<file path="src/pkg/pdbt_regs.vh">
`ifndef PDBT_REGS_VH
`define PDBT_REGS_VH

// Clock rate and times
`define PDBT_CLK_MHZ        25
`define PDBT_FILT_US        130
`define PDBT_INIT_US        5
// One compare interval: 71.5 s / 16, in microseconds
`define PDBT_TICK_US        4468750
`define PDBT_TICK_SHIFT     4

// Register byte offsets
`define PDBT_OFF_CTRL       8'h00
`define PDBT_OFF_PDT        8'h04
`define PDBT_OFF_CBAL       8'h08
`define PDBT_OFF_BTMR0      8'h0c
`define PDBT_OFF_BTMR5      8'h20
`define PDBT_OFF_STAT       8'h24

// Field positions
`define PDBT_CTRL_SWPD      8
`define PDBT_STEP_LSB       3
`define PDBT_STEP_MSB       7
`define PDBT_CB_LSB         2
`define PDBT_CB_MSB         7
`define PDBT_STAT_FULLPD    0
`define PDBT_STAT_SOFTPD    1
`define PDBT_STAT_PIN       2
`define PDBT_STAT_PDTRUN    3
`define PDBT_STAT_BALRUN    4

// Reset values
`define PDBT_RST_STEP       5'h00
`define PDBT_RST_CB         6'h00

`endif

</file>
<file path="src/hdl/pdbt_top.v">
// Behaviour
// - Pin must stay low 130 us to power down, high 130 us to leave.
// - After reset the first filter run is 5 us; 5 us high gives power-on.
// - Qualified pin fall powers the whole device down.
// - Control bit D8 set gives software power-down.
// - Delay timer 0 to 31 steps of 71.5 s before power-down.
// - Pin fall or D8 set starts delay; expiry samples the pin.
// - Delay timer register resets to zero.
// - Delay write while running restarts count; zero expires at once.
// - Pin rise does not cancel a running delay.
// - Six balance outputs follow cell balance register, reset zero.
// - Delay zero: outputs off at once; else on until delay expiry. Here only full power-down clears them; software power-down leaves them on.
// - Six balance timers of 5-bit steps; zero means no timer.
// - Shared counter starts on nonzero balance write with a timer set.
// - Every 4.5 s compare count with timers; reached output goes off.
// - Expired output and its register bit clear; timers kept.
// - Balance register write overrides timers immediately.
// - Timer write to an on output restarts counter; zero switches off. Here only a running counter restarts; an idle counter stays idle.
// - First balance output at bit D2, others upward.
// - Timer step LSB sits at bit D3.
//
// The register offsets and the APB interface to the registers were chosen for this implementation.
`timescale 1ns/1ns
`include "pdbt_regs.vh"

module pdbt_top #(
    parameter P_FILT_CYC = `PDBT_FILT_US * `PDBT_CLK_MHZ,
    parameter P_INIT_CYC = `PDBT_INIT_US * `PDBT_CLK_MHZ,
    parameter P_TICK_CYC = `PDBT_TICK_US * `PDBT_CLK_MHZ
) (
    input  wire        i_clk,
    input  wire        i_rst_b,
    input  wire        i_psel,
    input  wire        i_penable,
    input  wire        i_pwrite,
    input  wire [7:0]  i_paddr,
    input  wire [31:0] i_pwdata,
    output wire [31:0] o_prdata,
    output wire        o_pready,
    output wire        o_pslverr,
    input  wire        i_power_down_n_pin,
    output wire        o_full_pd,
    output wire        o_soft_pd,
    output wire [5:0]  o_balance_gate_output
);

    function is_tmr;
        input [7:0] a;
        begin
            is_tmr = (a >= `PDBT_OFF_BTMR0) && (a <= `PDBT_OFF_BTMR5) &&
                     (a[1:0] == 2'b00);
        end
    endfunction

    function [2:0] tmr_idx;
        input [7:0] a;
        reg   [7:0] d;
        begin
            d       = a - `PDBT_OFF_BTMR0;
            tmr_idx = d[4:2];
        end
    endfunction

    function [8:0] step_ticks;
        input [4:0] s;
        begin
            step_ticks = {s, 4'h0};
        end
    endfunction

    reg  [31:0] prdata_q;
    reg         pready_q;
    reg         pslverr_q;
    reg  [2:0]  pin_sync_q;
    reg  [11:0] filt_cnt_q;
    reg         pin_filt_q;
    reg         pin_prev_q;
    reg         init_q;
    reg         full_pd_q;
    reg         soft_pd_q;
    reg         ctrl_swpd_q;
    reg  [4:0]  pdt_q;
    reg         pdt_run_q;
    reg         pdt_sw_q;
    reg  [31:0] pdt_pre_q;
    reg  [8:0]  pdt_ticks_q;
    reg  [5:0]  cb_q;
    reg  [5:0]  cb_d;
    reg  [4:0]  tmr_q [0:5];
    reg         bal_run_q;
    reg         bal_run_d;
    reg  [31:0] bal_pre_q;
    reg  [31:0] bal_pre_d;
    reg  [8:0]  bal_ticks_q;
    reg  [8:0]  bal_ticks_d;
    wire [5:0]  expire;
    wire [5:0]  tmr_set;

    wire acc    = i_psel && i_penable && pready_q;
    wire wr     = acc && i_pwrite;
    wire [4:0] wstep = i_pwdata[`PDBT_STEP_MSB:`PDBT_STEP_LSB];
    wire [5:0] wcb   = i_pwdata[`PDBT_CB_MSB:`PDBT_CB_LSB];

    // APB: one wait state, so every access completes on the second
    // access-phase edge.
    always @(posedge i_clk)
    begin
        if (!i_rst_b)
        begin
            pready_q  <= 1'b0;
            pslverr_q <= 1'b0;
            prdata_q  <= 32'h0;
        end
        else
        begin
            pready_q  <= i_psel && i_penable && !pready_q;
            pslverr_q <= 1'b0;
            prdata_q  <= 32'h0;
            if (i_psel && i_penable && !pready_q)
            begin
                if (is_tmr(i_paddr))
                    prdata_q <= {24'h0, tmr_q[tmr_idx(i_paddr)], 3'h0};
                else
                begin
                    case (i_paddr)
                        `PDBT_OFF_CTRL: prdata_q <= {23'h0, ctrl_swpd_q, 8'h0};
                        `PDBT_OFF_PDT:  prdata_q <= {24'h0, pdt_q, 3'h0};
                        `PDBT_OFF_CBAL: prdata_q <= {24'h0, cb_q, 2'h0};
                        `PDBT_OFF_STAT:
                            prdata_q <= {27'h0, bal_run_q, pdt_run_q,
                                         pin_filt_q, soft_pd_q, full_pd_q};
                        default:        pslverr_q <= 1'b1;
                    endcase
                end
                // Writes answer with zero data, reads only carry values
                if (i_pwrite)
                    prdata_q <= 32'h0;
            end
        end
    end

    // Pin synchroniser; first stage feeds only the second
    always @(posedge i_clk)
    begin
        if (!i_rst_b)
            pin_sync_q <= 3'h0;
        else
            pin_sync_q <= {pin_sync_q[1:0], i_power_down_n_pin};
    end

    wire pin_new = (pin_sync_q[1] == pin_sync_q[2]) &&
                   (pin_sync_q[2] != pin_filt_q);
    wire [11:0] filt_lim = init_q ? P_INIT_CYC[11:0] - 12'h1
                                  : P_FILT_CYC[11:0] - 12'h1;

    always @(posedge i_clk)
    begin
        if (!i_rst_b)
        begin
            filt_cnt_q <= 12'h0;
            pin_filt_q <= 1'b0;
            pin_prev_q <= 1'b0;
            init_q     <= 1'b1;
        end
        else
        begin
            pin_prev_q <= pin_filt_q;
            if (!pin_new)
                filt_cnt_q <= 12'h0;
            else if (filt_cnt_q == filt_lim)
            begin
                filt_cnt_q <= 12'h0;
                pin_filt_q <= ~pin_filt_q;
                init_q     <= 1'b0;
            end
            else
                filt_cnt_q <= filt_cnt_q + 12'h1;
        end
    end

    wire pin_fall = pin_prev_q && !pin_filt_q;
    wire sw_set   = wr && (i_paddr == `PDBT_OFF_CTRL) &&
                    i_pwdata[`PDBT_CTRL_SWPD] && !ctrl_swpd_q;
    wire trig     = pin_fall || sw_set;
    wire pdt_wr   = wr && (i_paddr == `PDBT_OFF_PDT);
    wire pdt_tick = pdt_run_q && (pdt_pre_q == P_TICK_CYC - 1);
    wire [8:0] pdt_ticks_n = pdt_ticks_q + 9'h1;
    // Source of an expiry: software only when the pin fall is absent
    wire exp_sw   = trig ? !pin_fall : pdt_sw_q;
    wire pdt_exp  = (trig && pdt_q == 5'h0) ||
                    (pdt_wr && pdt_run_q && wstep == 5'h0) ||
                    (pdt_tick && pdt_ticks_n >= step_ticks(pdt_q));
    // Entry clears outputs on the same edge as full_pd rises, so gates
    // are never seen on while the device is already powered down.
    wire pd_enter = !full_pd_q && pdt_exp && !pin_filt_q;
    wire rst_all  = !i_rst_b || full_pd_q || pd_enter;

    // full power-down entry on expiry with pin low
    always @(posedge i_clk)
    begin
        if (!i_rst_b)
            full_pd_q <= 1'b1;
        else if (full_pd_q)
            full_pd_q <= !pin_filt_q;
        else if (pdt_exp && !pin_filt_q)
            full_pd_q <= 1'b1;
    end

    // Full power-down holds all control state at its power-on value,
    // so leaving it behaves as a fresh power-on reset.
    always @(posedge i_clk)
    begin
        if (rst_all)
        begin
            ctrl_swpd_q <= 1'b0;
            soft_pd_q   <= 1'b0;
            pdt_q       <= `PDBT_RST_STEP;
            pdt_run_q   <= 1'b0;
            pdt_sw_q    <= 1'b0;
            pdt_pre_q   <= 32'h0;
            pdt_ticks_q <= 9'h0;
        end
        else
        begin
            if (wr && i_paddr == `PDBT_OFF_CTRL)
            begin
                ctrl_swpd_q <= i_pwdata[`PDBT_CTRL_SWPD];
                if (!i_pwdata[`PDBT_CTRL_SWPD])
                    soft_pd_q <= 1'b0;
            end
            if (pdt_wr)
                pdt_q <= wstep;
            if (pdt_run_q)
            begin
                pdt_pre_q <= pdt_tick ? 32'h0 : pdt_pre_q + 32'h1;
                if (pdt_tick)
                    pdt_ticks_q <= pdt_ticks_n;
            end
            if (pdt_exp)
            begin
                pdt_run_q <= 1'b0;
                if (pin_filt_q && exp_sw)
                    soft_pd_q <= 1'b1;
            end
            else if (trig)
            begin
                pdt_run_q   <= 1'b1;
                pdt_sw_q    <= !pin_fall;
                pdt_pre_q   <= 32'h0;
                pdt_ticks_q <= 9'h0;
            end
            else if (pdt_wr && pdt_run_q)
            begin
                pdt_pre_q   <= 32'h0;
                pdt_ticks_q <= 9'h0;
            end
            // pin rise is ignored while running
        end
    end

    wire bal_tick = bal_run_q && (bal_pre_q == P_TICK_CYC - 1);
    wire [8:0] bal_ticks_n = bal_ticks_q + 9'h1;

    genvar g;
    generate
        for (g = 0; g < 6; g = g + 1)
        begin : g_cmp
            assign tmr_set[g] = (tmr_q[g] != 5'h0);
            assign expire[g]  = bal_tick && cb_q[g] && tmr_set[g] &&
                                (bal_ticks_n >= step_ticks(tmr_q[g]));
        end
    endgenerate

    always @*
    begin
        bal_pre_d   = bal_tick ? 32'h0 : bal_pre_q + 32'h1;
        bal_ticks_d = bal_tick ? bal_ticks_n : bal_ticks_q;
        bal_run_d   = bal_run_q;
        cb_d        = cb_q & ~expire;
        if (wr && i_paddr == `PDBT_OFF_CBAL)
        begin
            cb_d = wcb;
            if (!bal_run_q && wcb != 6'h0 && tmr_set != 6'h0)
            begin
                bal_run_d   = 1'b1;
                bal_pre_d   = 32'h0;
                bal_ticks_d = 9'h0;
            end
        end
        // write to an on output's timer
        if (wr && is_tmr(i_paddr) && cb_q[tmr_idx(i_paddr)])
        begin
            bal_pre_d   = 32'h0;
            bal_ticks_d = 9'h0;
            if (wstep == 5'h0)
                cb_d[tmr_idx(i_paddr)] = 1'b0;
        end
        // Counter idles once no timed output is left on
        if ((cb_d & tmr_set) == 6'h0)
            bal_run_d = 1'b0;
        if (!bal_run_d)
        begin
            bal_pre_d   = 32'h0;
            bal_ticks_d = 9'h0;
        end
    end

    always @(posedge i_clk)
    begin : p_bal
        integer k;
        if (rst_all)
        begin
            cb_q        <= `PDBT_RST_CB;
            bal_run_q   <= 1'b0;
            bal_pre_q   <= 32'h0;
            bal_ticks_q <= 9'h0;
            for (k = 0; k < 6; k = k + 1)
                tmr_q[k] <= `PDBT_RST_STEP;
        end
        else
        begin
            cb_q        <= cb_d;
            bal_run_q   <= bal_run_d;
            bal_pre_q   <= bal_pre_d;
            bal_ticks_q <= bal_ticks_d;
            if (wr && is_tmr(i_paddr))
                tmr_q[tmr_idx(i_paddr)] <= wstep;
        end
    end

    assign o_prdata              = prdata_q;
    assign o_pready              = pready_q;
    assign o_pslverr             = pslverr_q;
    assign o_full_pd             = full_pd_q;
    assign o_soft_pd             = soft_pd_q;
    assign o_balance_gate_output = cb_q;

endmodule // pdbt_top

</file>
<file path="config.mk">
export PLATFORM = sky130hd
export DESIGN_NAME = pdbt_top
export DESIGN_NICKNAME = d
export VERILOG_FILES = /design/src/hdl/pdbt_top.v
export VERILOG_INCLUDE_DIRS = /design/src /design/src/pkg
export SDC_FILE = /design/constraint.sdc
export NUM_CORES = 1
export LEC_CHECK = 0
export BUFFER_PORTS_ARGS = -buffer_cell sky130_fd_sc_hd__buf_2
export CAP_MARGIN = 20
export CORE_MARGIN = 2
export CORE_UTILIZATION = 56
export DETAILED_ROUTE_END_ITERATION = 10
export PLACE_DENSITY = 0.83
export SLEW_MARGIN = 20
export SYNTH_ARGS = -nofsm -noshare
export SYNTH_HDL_FRONTEND = slang
export SYNTH_SLANG_ARGS = --single-unit
</file>
<file path="constraint.sdc">
create_clock -name i_clk -period 5.1 [get_ports i_clk]
set_input_delay 0 -clock i_clk [delete_from_list [all_inputs] [get_ports i_clk]]
set_output_delay 0 -clock i_clk [all_outputs]
set_load 0.01 [all_outputs]
</file>
==> impl_summary.txt <==
----------------------------------------------------
[Timing]
  Finish-stage setup viols ... 0
  Final Hold Violating Endpoints ... 0
  Max-slew headroom at the worst pin ... 30.07%
  Aggregate negative setup slack ... 0 ns
  Setup repair after global routing missed its margin ... no
  Final-report max-slew violation count ... 0
  Min cycle time layout ... 4.253 ns
  Max Clock Skew ... 0.008541 ns
  Worst-Margin Slew ... 1.041 ns
  Max Clk Rate ... 0.2351 GHz
  Ratio of final minimum period to clock period ... 83.39%

[Critical path]
  Reg-to-reg critical path startpoint ... bal_ticks_q[0]
  Critical-path maximum fanout ... 42
  CP arrival ... 4.61 ns
  Startpoint-to-endpoint class of the critical path ... reg -> reg
  Kind of end point of the critical path ... register
  Data required, critical path ... around 5.5 ns
  Startpoint type of the worst setup path ... register
  Worst R2R End ... bal_ticks_q[0]
  R2R setup slack ... 0.85 ns
  Number of cells on the worst reg-to-reg path ... 15

[Routing]
  Avg Vias per Cell ... 5.982
  Number of nets with antenna violations after detailed routing ... 0
  Detailed-routing iteration count for the pre-antenna-repair pass ... 5
  Iteration-0 DRC count of the detailed router ... 559
  Routed Wire Length ... 22,440 um
  Average routed wire per standard cell ... around 17 um
  DR vias ... ~7.9k
  DR DRC count ... 0

[Floorplanning]
  Initial Util ... 57.61%
  Std-Cell Core Area ... 16,700 um2
  Width of the chip ... 135.1 um
  Chip height ... 135.1 um
  Die Footprint ... between 15,000 and 20,000 um2
  I/O pins ... 88
  Total number of placement rows ... 47

[Yosys]
  Distinct cells, synth ... 78
  Flip-flop cell with the highest count after synthesis ... sky130_fd_sc_hd__dfxtp_1
  Fraction of registers with async set or reset after synthesis ... 0%
  Flops & latches, synth ... between 150 and 200
  Synthesized area per cell ... 9.225 um2
  Synth Cell Area ... 9622 um2
  Biggest area consumer among synthesized cells ... sky130_fd_sc_hd__dfxtp_1
  Number of synthesized flops with an enable pin ... 40
  Area share of the leading cell type in the synthesized netlist ... roughly a quarter
  Number of synthesis warnings ... 0
  Most common cell in the synthesized netlist ... sky130_fd_sc_hd__dfxtp_1
  Sequential area share after synthesis ... 39.12%
  Syn Inst Count ... 1,043
  Most numerous cell types in the synthesized netlist ... 128 x sky130_fd_sc_hd__dfxtp_1, 110 x sky130_fd_sc_hd__nor2_1, 83 x sky130_fd_sc_hd__nand2_1, 54 x sky130_fd_sc_hd__inv_1, 47 x sky130_fd_sc_hd__ha_1
  Largest cells by area after synthesis ... sky130_fd_sc_hd__dfxtp_1 27%, sky130_fd_sc_hd__edfxtp_1 12%, sky130_fd_sc_hd__ha_1 6.1%

[GRT]
  Global-route wire length before repair ... 37,200 um
  Global-route usage over all layers ... 25.42%
  Number of global-route vias before repair ... 7,701
  Maximum number of pins on one net before global-route repair ... 43
  Total gr overflow ... 0
  Initial antenna violation count ... 0

[Pwr]
  Logic pwr share ... 2.8%
  Sw frac ... 22.61%
  Standby leakage power ... 0.003775 uW
  Net switching component of the power ... 600.3 uW
  Worst vdd rail ir drop ... 0.2506 mV
  Power share of the clock group ... between 40 and 50%
  Fraction of power consumed by sequential logic ... 51.1%
  Power density of the placed cells ... 250.5 nW/um2
  Pint ... 2054 uW

[Placed design]
  Placed cell area ... 9910 um2
  Detailed-placement wirelength estimate ... 15,590 um
  Final weighted congestion in routability-driven placement ... 0.9483
  Buffers added on ports ... 39

[Clock network]
  Inserted Clock Buffers ... 17
  Clock tree from TritonCTS ... yes
  Post-CTS clock slew at the launch and capture registers of the worst setup and hold paths ... around 0.060 ns
  Maximum clock insertion buffer count ... 2
  Number of sinks handled by clock tree synthesis ... 168
  Post-cts resize count ... 0
  H-tree depth ... 4
  Number of setup buffers added after CTS ... 0
  Root Driver ... sky130_fd_sc_hd__clkbuf_16
  Hold-fix buffer count after cts ... 13
  Clk_lat worst skew ... 0.44 ns

[Hold path]
  Cell count of the worst hold path ... 3
  Startpoint of the most critical hold path ... i_pwdata[6]
  Class of the worst hold path ... in -> reg
  End point of the most critical hold path ... pdt_q[3]

[Finish]
  Post-layout nets ... around 1.2k
  Register cell area after layout ... 3764 um2
  Share of cells above drive strength 1 ... between 10% and 20%
  Area of the multi-input gates ... 5413 um2
  Number of filler cells placed in the layout ... 1,335
  Area of all placed cells without fillers ... between 10,000 and 15,000 um2
  Post-layout util ... 63.45%
  Count of inserted antenna diode cells ... 0
  Area growth from synthesis to final layout ... 10.13%

[Flow run]
  Max-Cap Viols ... 0

[Run status]
  Outcome ... finished clean

----------------------------------------------------
final cells by class:
type,instances,share of cell area (%)
Clock inverter,11,0.8029
Tap cell,220,2.598
Sequential cell,168,35.52
Inverter,54,1.913
Clock buffer,21,4.452
Multi-Input combinational cell,787,51.08
Timing Repair Buffer,60,3.637
cell families after synthesis:
| group | Yosys count | synth area share (%) |
|---|---|---|
| compound gates | 104 | 7.517 |
| other cells | 1 | 0.03897 |
| flops | 168 | 39.12 |
| buf+inv | 110 | 5.579 |
| xor+xnor | 91 | 8.284 |
| fa+ha+maj | 47 | 6.112 |
| simple gates | 500 | 29.61 |
| mux | 22 | 3.745 |
sequential cells by signal, indices dropped and copies added, names as in the netlist:
register	flops
pdt_q	5
o_full_pd	1
pdt_sw_q	1
bal_ticks_q	9
o_pslverr	1
tmr_q	40
o_pready	1
o_balance_gate_output	6
pin_filt_q	1
o_soft_pd	1
o_prdata	9
bal_run_q	1
pdt_run_q	1
filt_cnt_q	12
pdt_ticks_q	9
pin_sync_q	3
bal_pre_q	32
pdt_pre_q	32
ctrl_swpd_q	1
init_q	1
pin_prev_q	1
through the flow:
stage	hold WS [ns]	total power, uW	std cells	worst slack [ns]
CTS	0.0007391	2660	1321	0.9071
global placement	0.2048	1450	1276	0.9971
floorplan	0.06194	1440	1065	1.450
detailed placement	0.2095	1451	1276	0.9037
global route	0.007453	2724	1321	0.5920
finish	0.02087	2655	1321	0.8473
how the worst max path moves through the flow:
stage                               from        endpoint  slack, ns  cells past startpoint
after floorplan           pdt_ticks_q[0]     tmr_q[6][0]       1.45                     12
after global placement    bal_ticks_q[0]  bal_ticks_q[1]        1.0                     15
after detailed placement  bal_ticks_q[0]   bal_pre_q[28]       0.90                     15
after CTS                 bal_ticks_q[0]   bal_pre_q[26]       0.91                     15
after global routing      bal_ticks_q[0]   bal_pre_q[17]       0.59                     15
final                     bal_ticks_q[0]  bal_ticks_q[0]       0.85                     15
layer usage:
metal / GRT usage [%] / part of all wire (%) / wire, um
met1: 32.05 / 42 / 9324
met2: 42.16 / 48 / 10740
met3: 5.631 / 7.2 / 1605
met4: 10.82 / 3.4 / 771
met5: 0 / 0 / 0
critical path, stage by stage, from the launching register on:
cell and delay (ns):
sky130_fd_sc_hd__dfxtp_1 0.40, sky130_fd_sc_hd__ha_1 0.29, sky130_fd_sc_hd__and3_1 0.25, sky130_fd_sc_hd__and3_1 0.26, sky130_fd_sc_hd__xor2_1 0.17, sky130_fd_sc_hd__buf_4 0.19
sky130_fd_sc_hd__ha_1 0.28, sky130_fd_sc_hd__nor2b_1 0.16, sky130_fd_sc_hd__a221oi_1 0.26, sky130_fd_sc_hd__o21ai_0 0.13, sky130_fd_sc_hd__a31oi_1 0.39, sky130_fd_sc_hd__o21ai_0 0.22
sky130_fd_sc_hd__a211oi_1 0.43, sky130_fd_sc_hd__o41ai_4 0.12, sky130_fd_sc_hd__buf_4 0.36, sky130_fd_sc_hd__nor3_1 0.23
power groups by stage:
stage	clock network, uW	logic [uW]	registers (uW)
2_1_floorplan	0	52.4	1390
3_3_place_gp	0	62.7	1390
3_5_place_dp	0	63.3	1390
4_1_cts	1230	71.1	1360
5_1_grt	1290	78.9	1360
6_report	1220	74.2	1360
cells in the final DEF, fill, tap and decap left out, drive strengths merged, types with 40 or more instances in the layout:
cell	n
edfxtp	40
nor2	111
nor3	83
buf	47
xnor2	46
xor2	45
nand3	45
nand2	83
dfxtp	128
ha	47
inv	61
No activity file was read; power rests on OpenSTA's default activity.
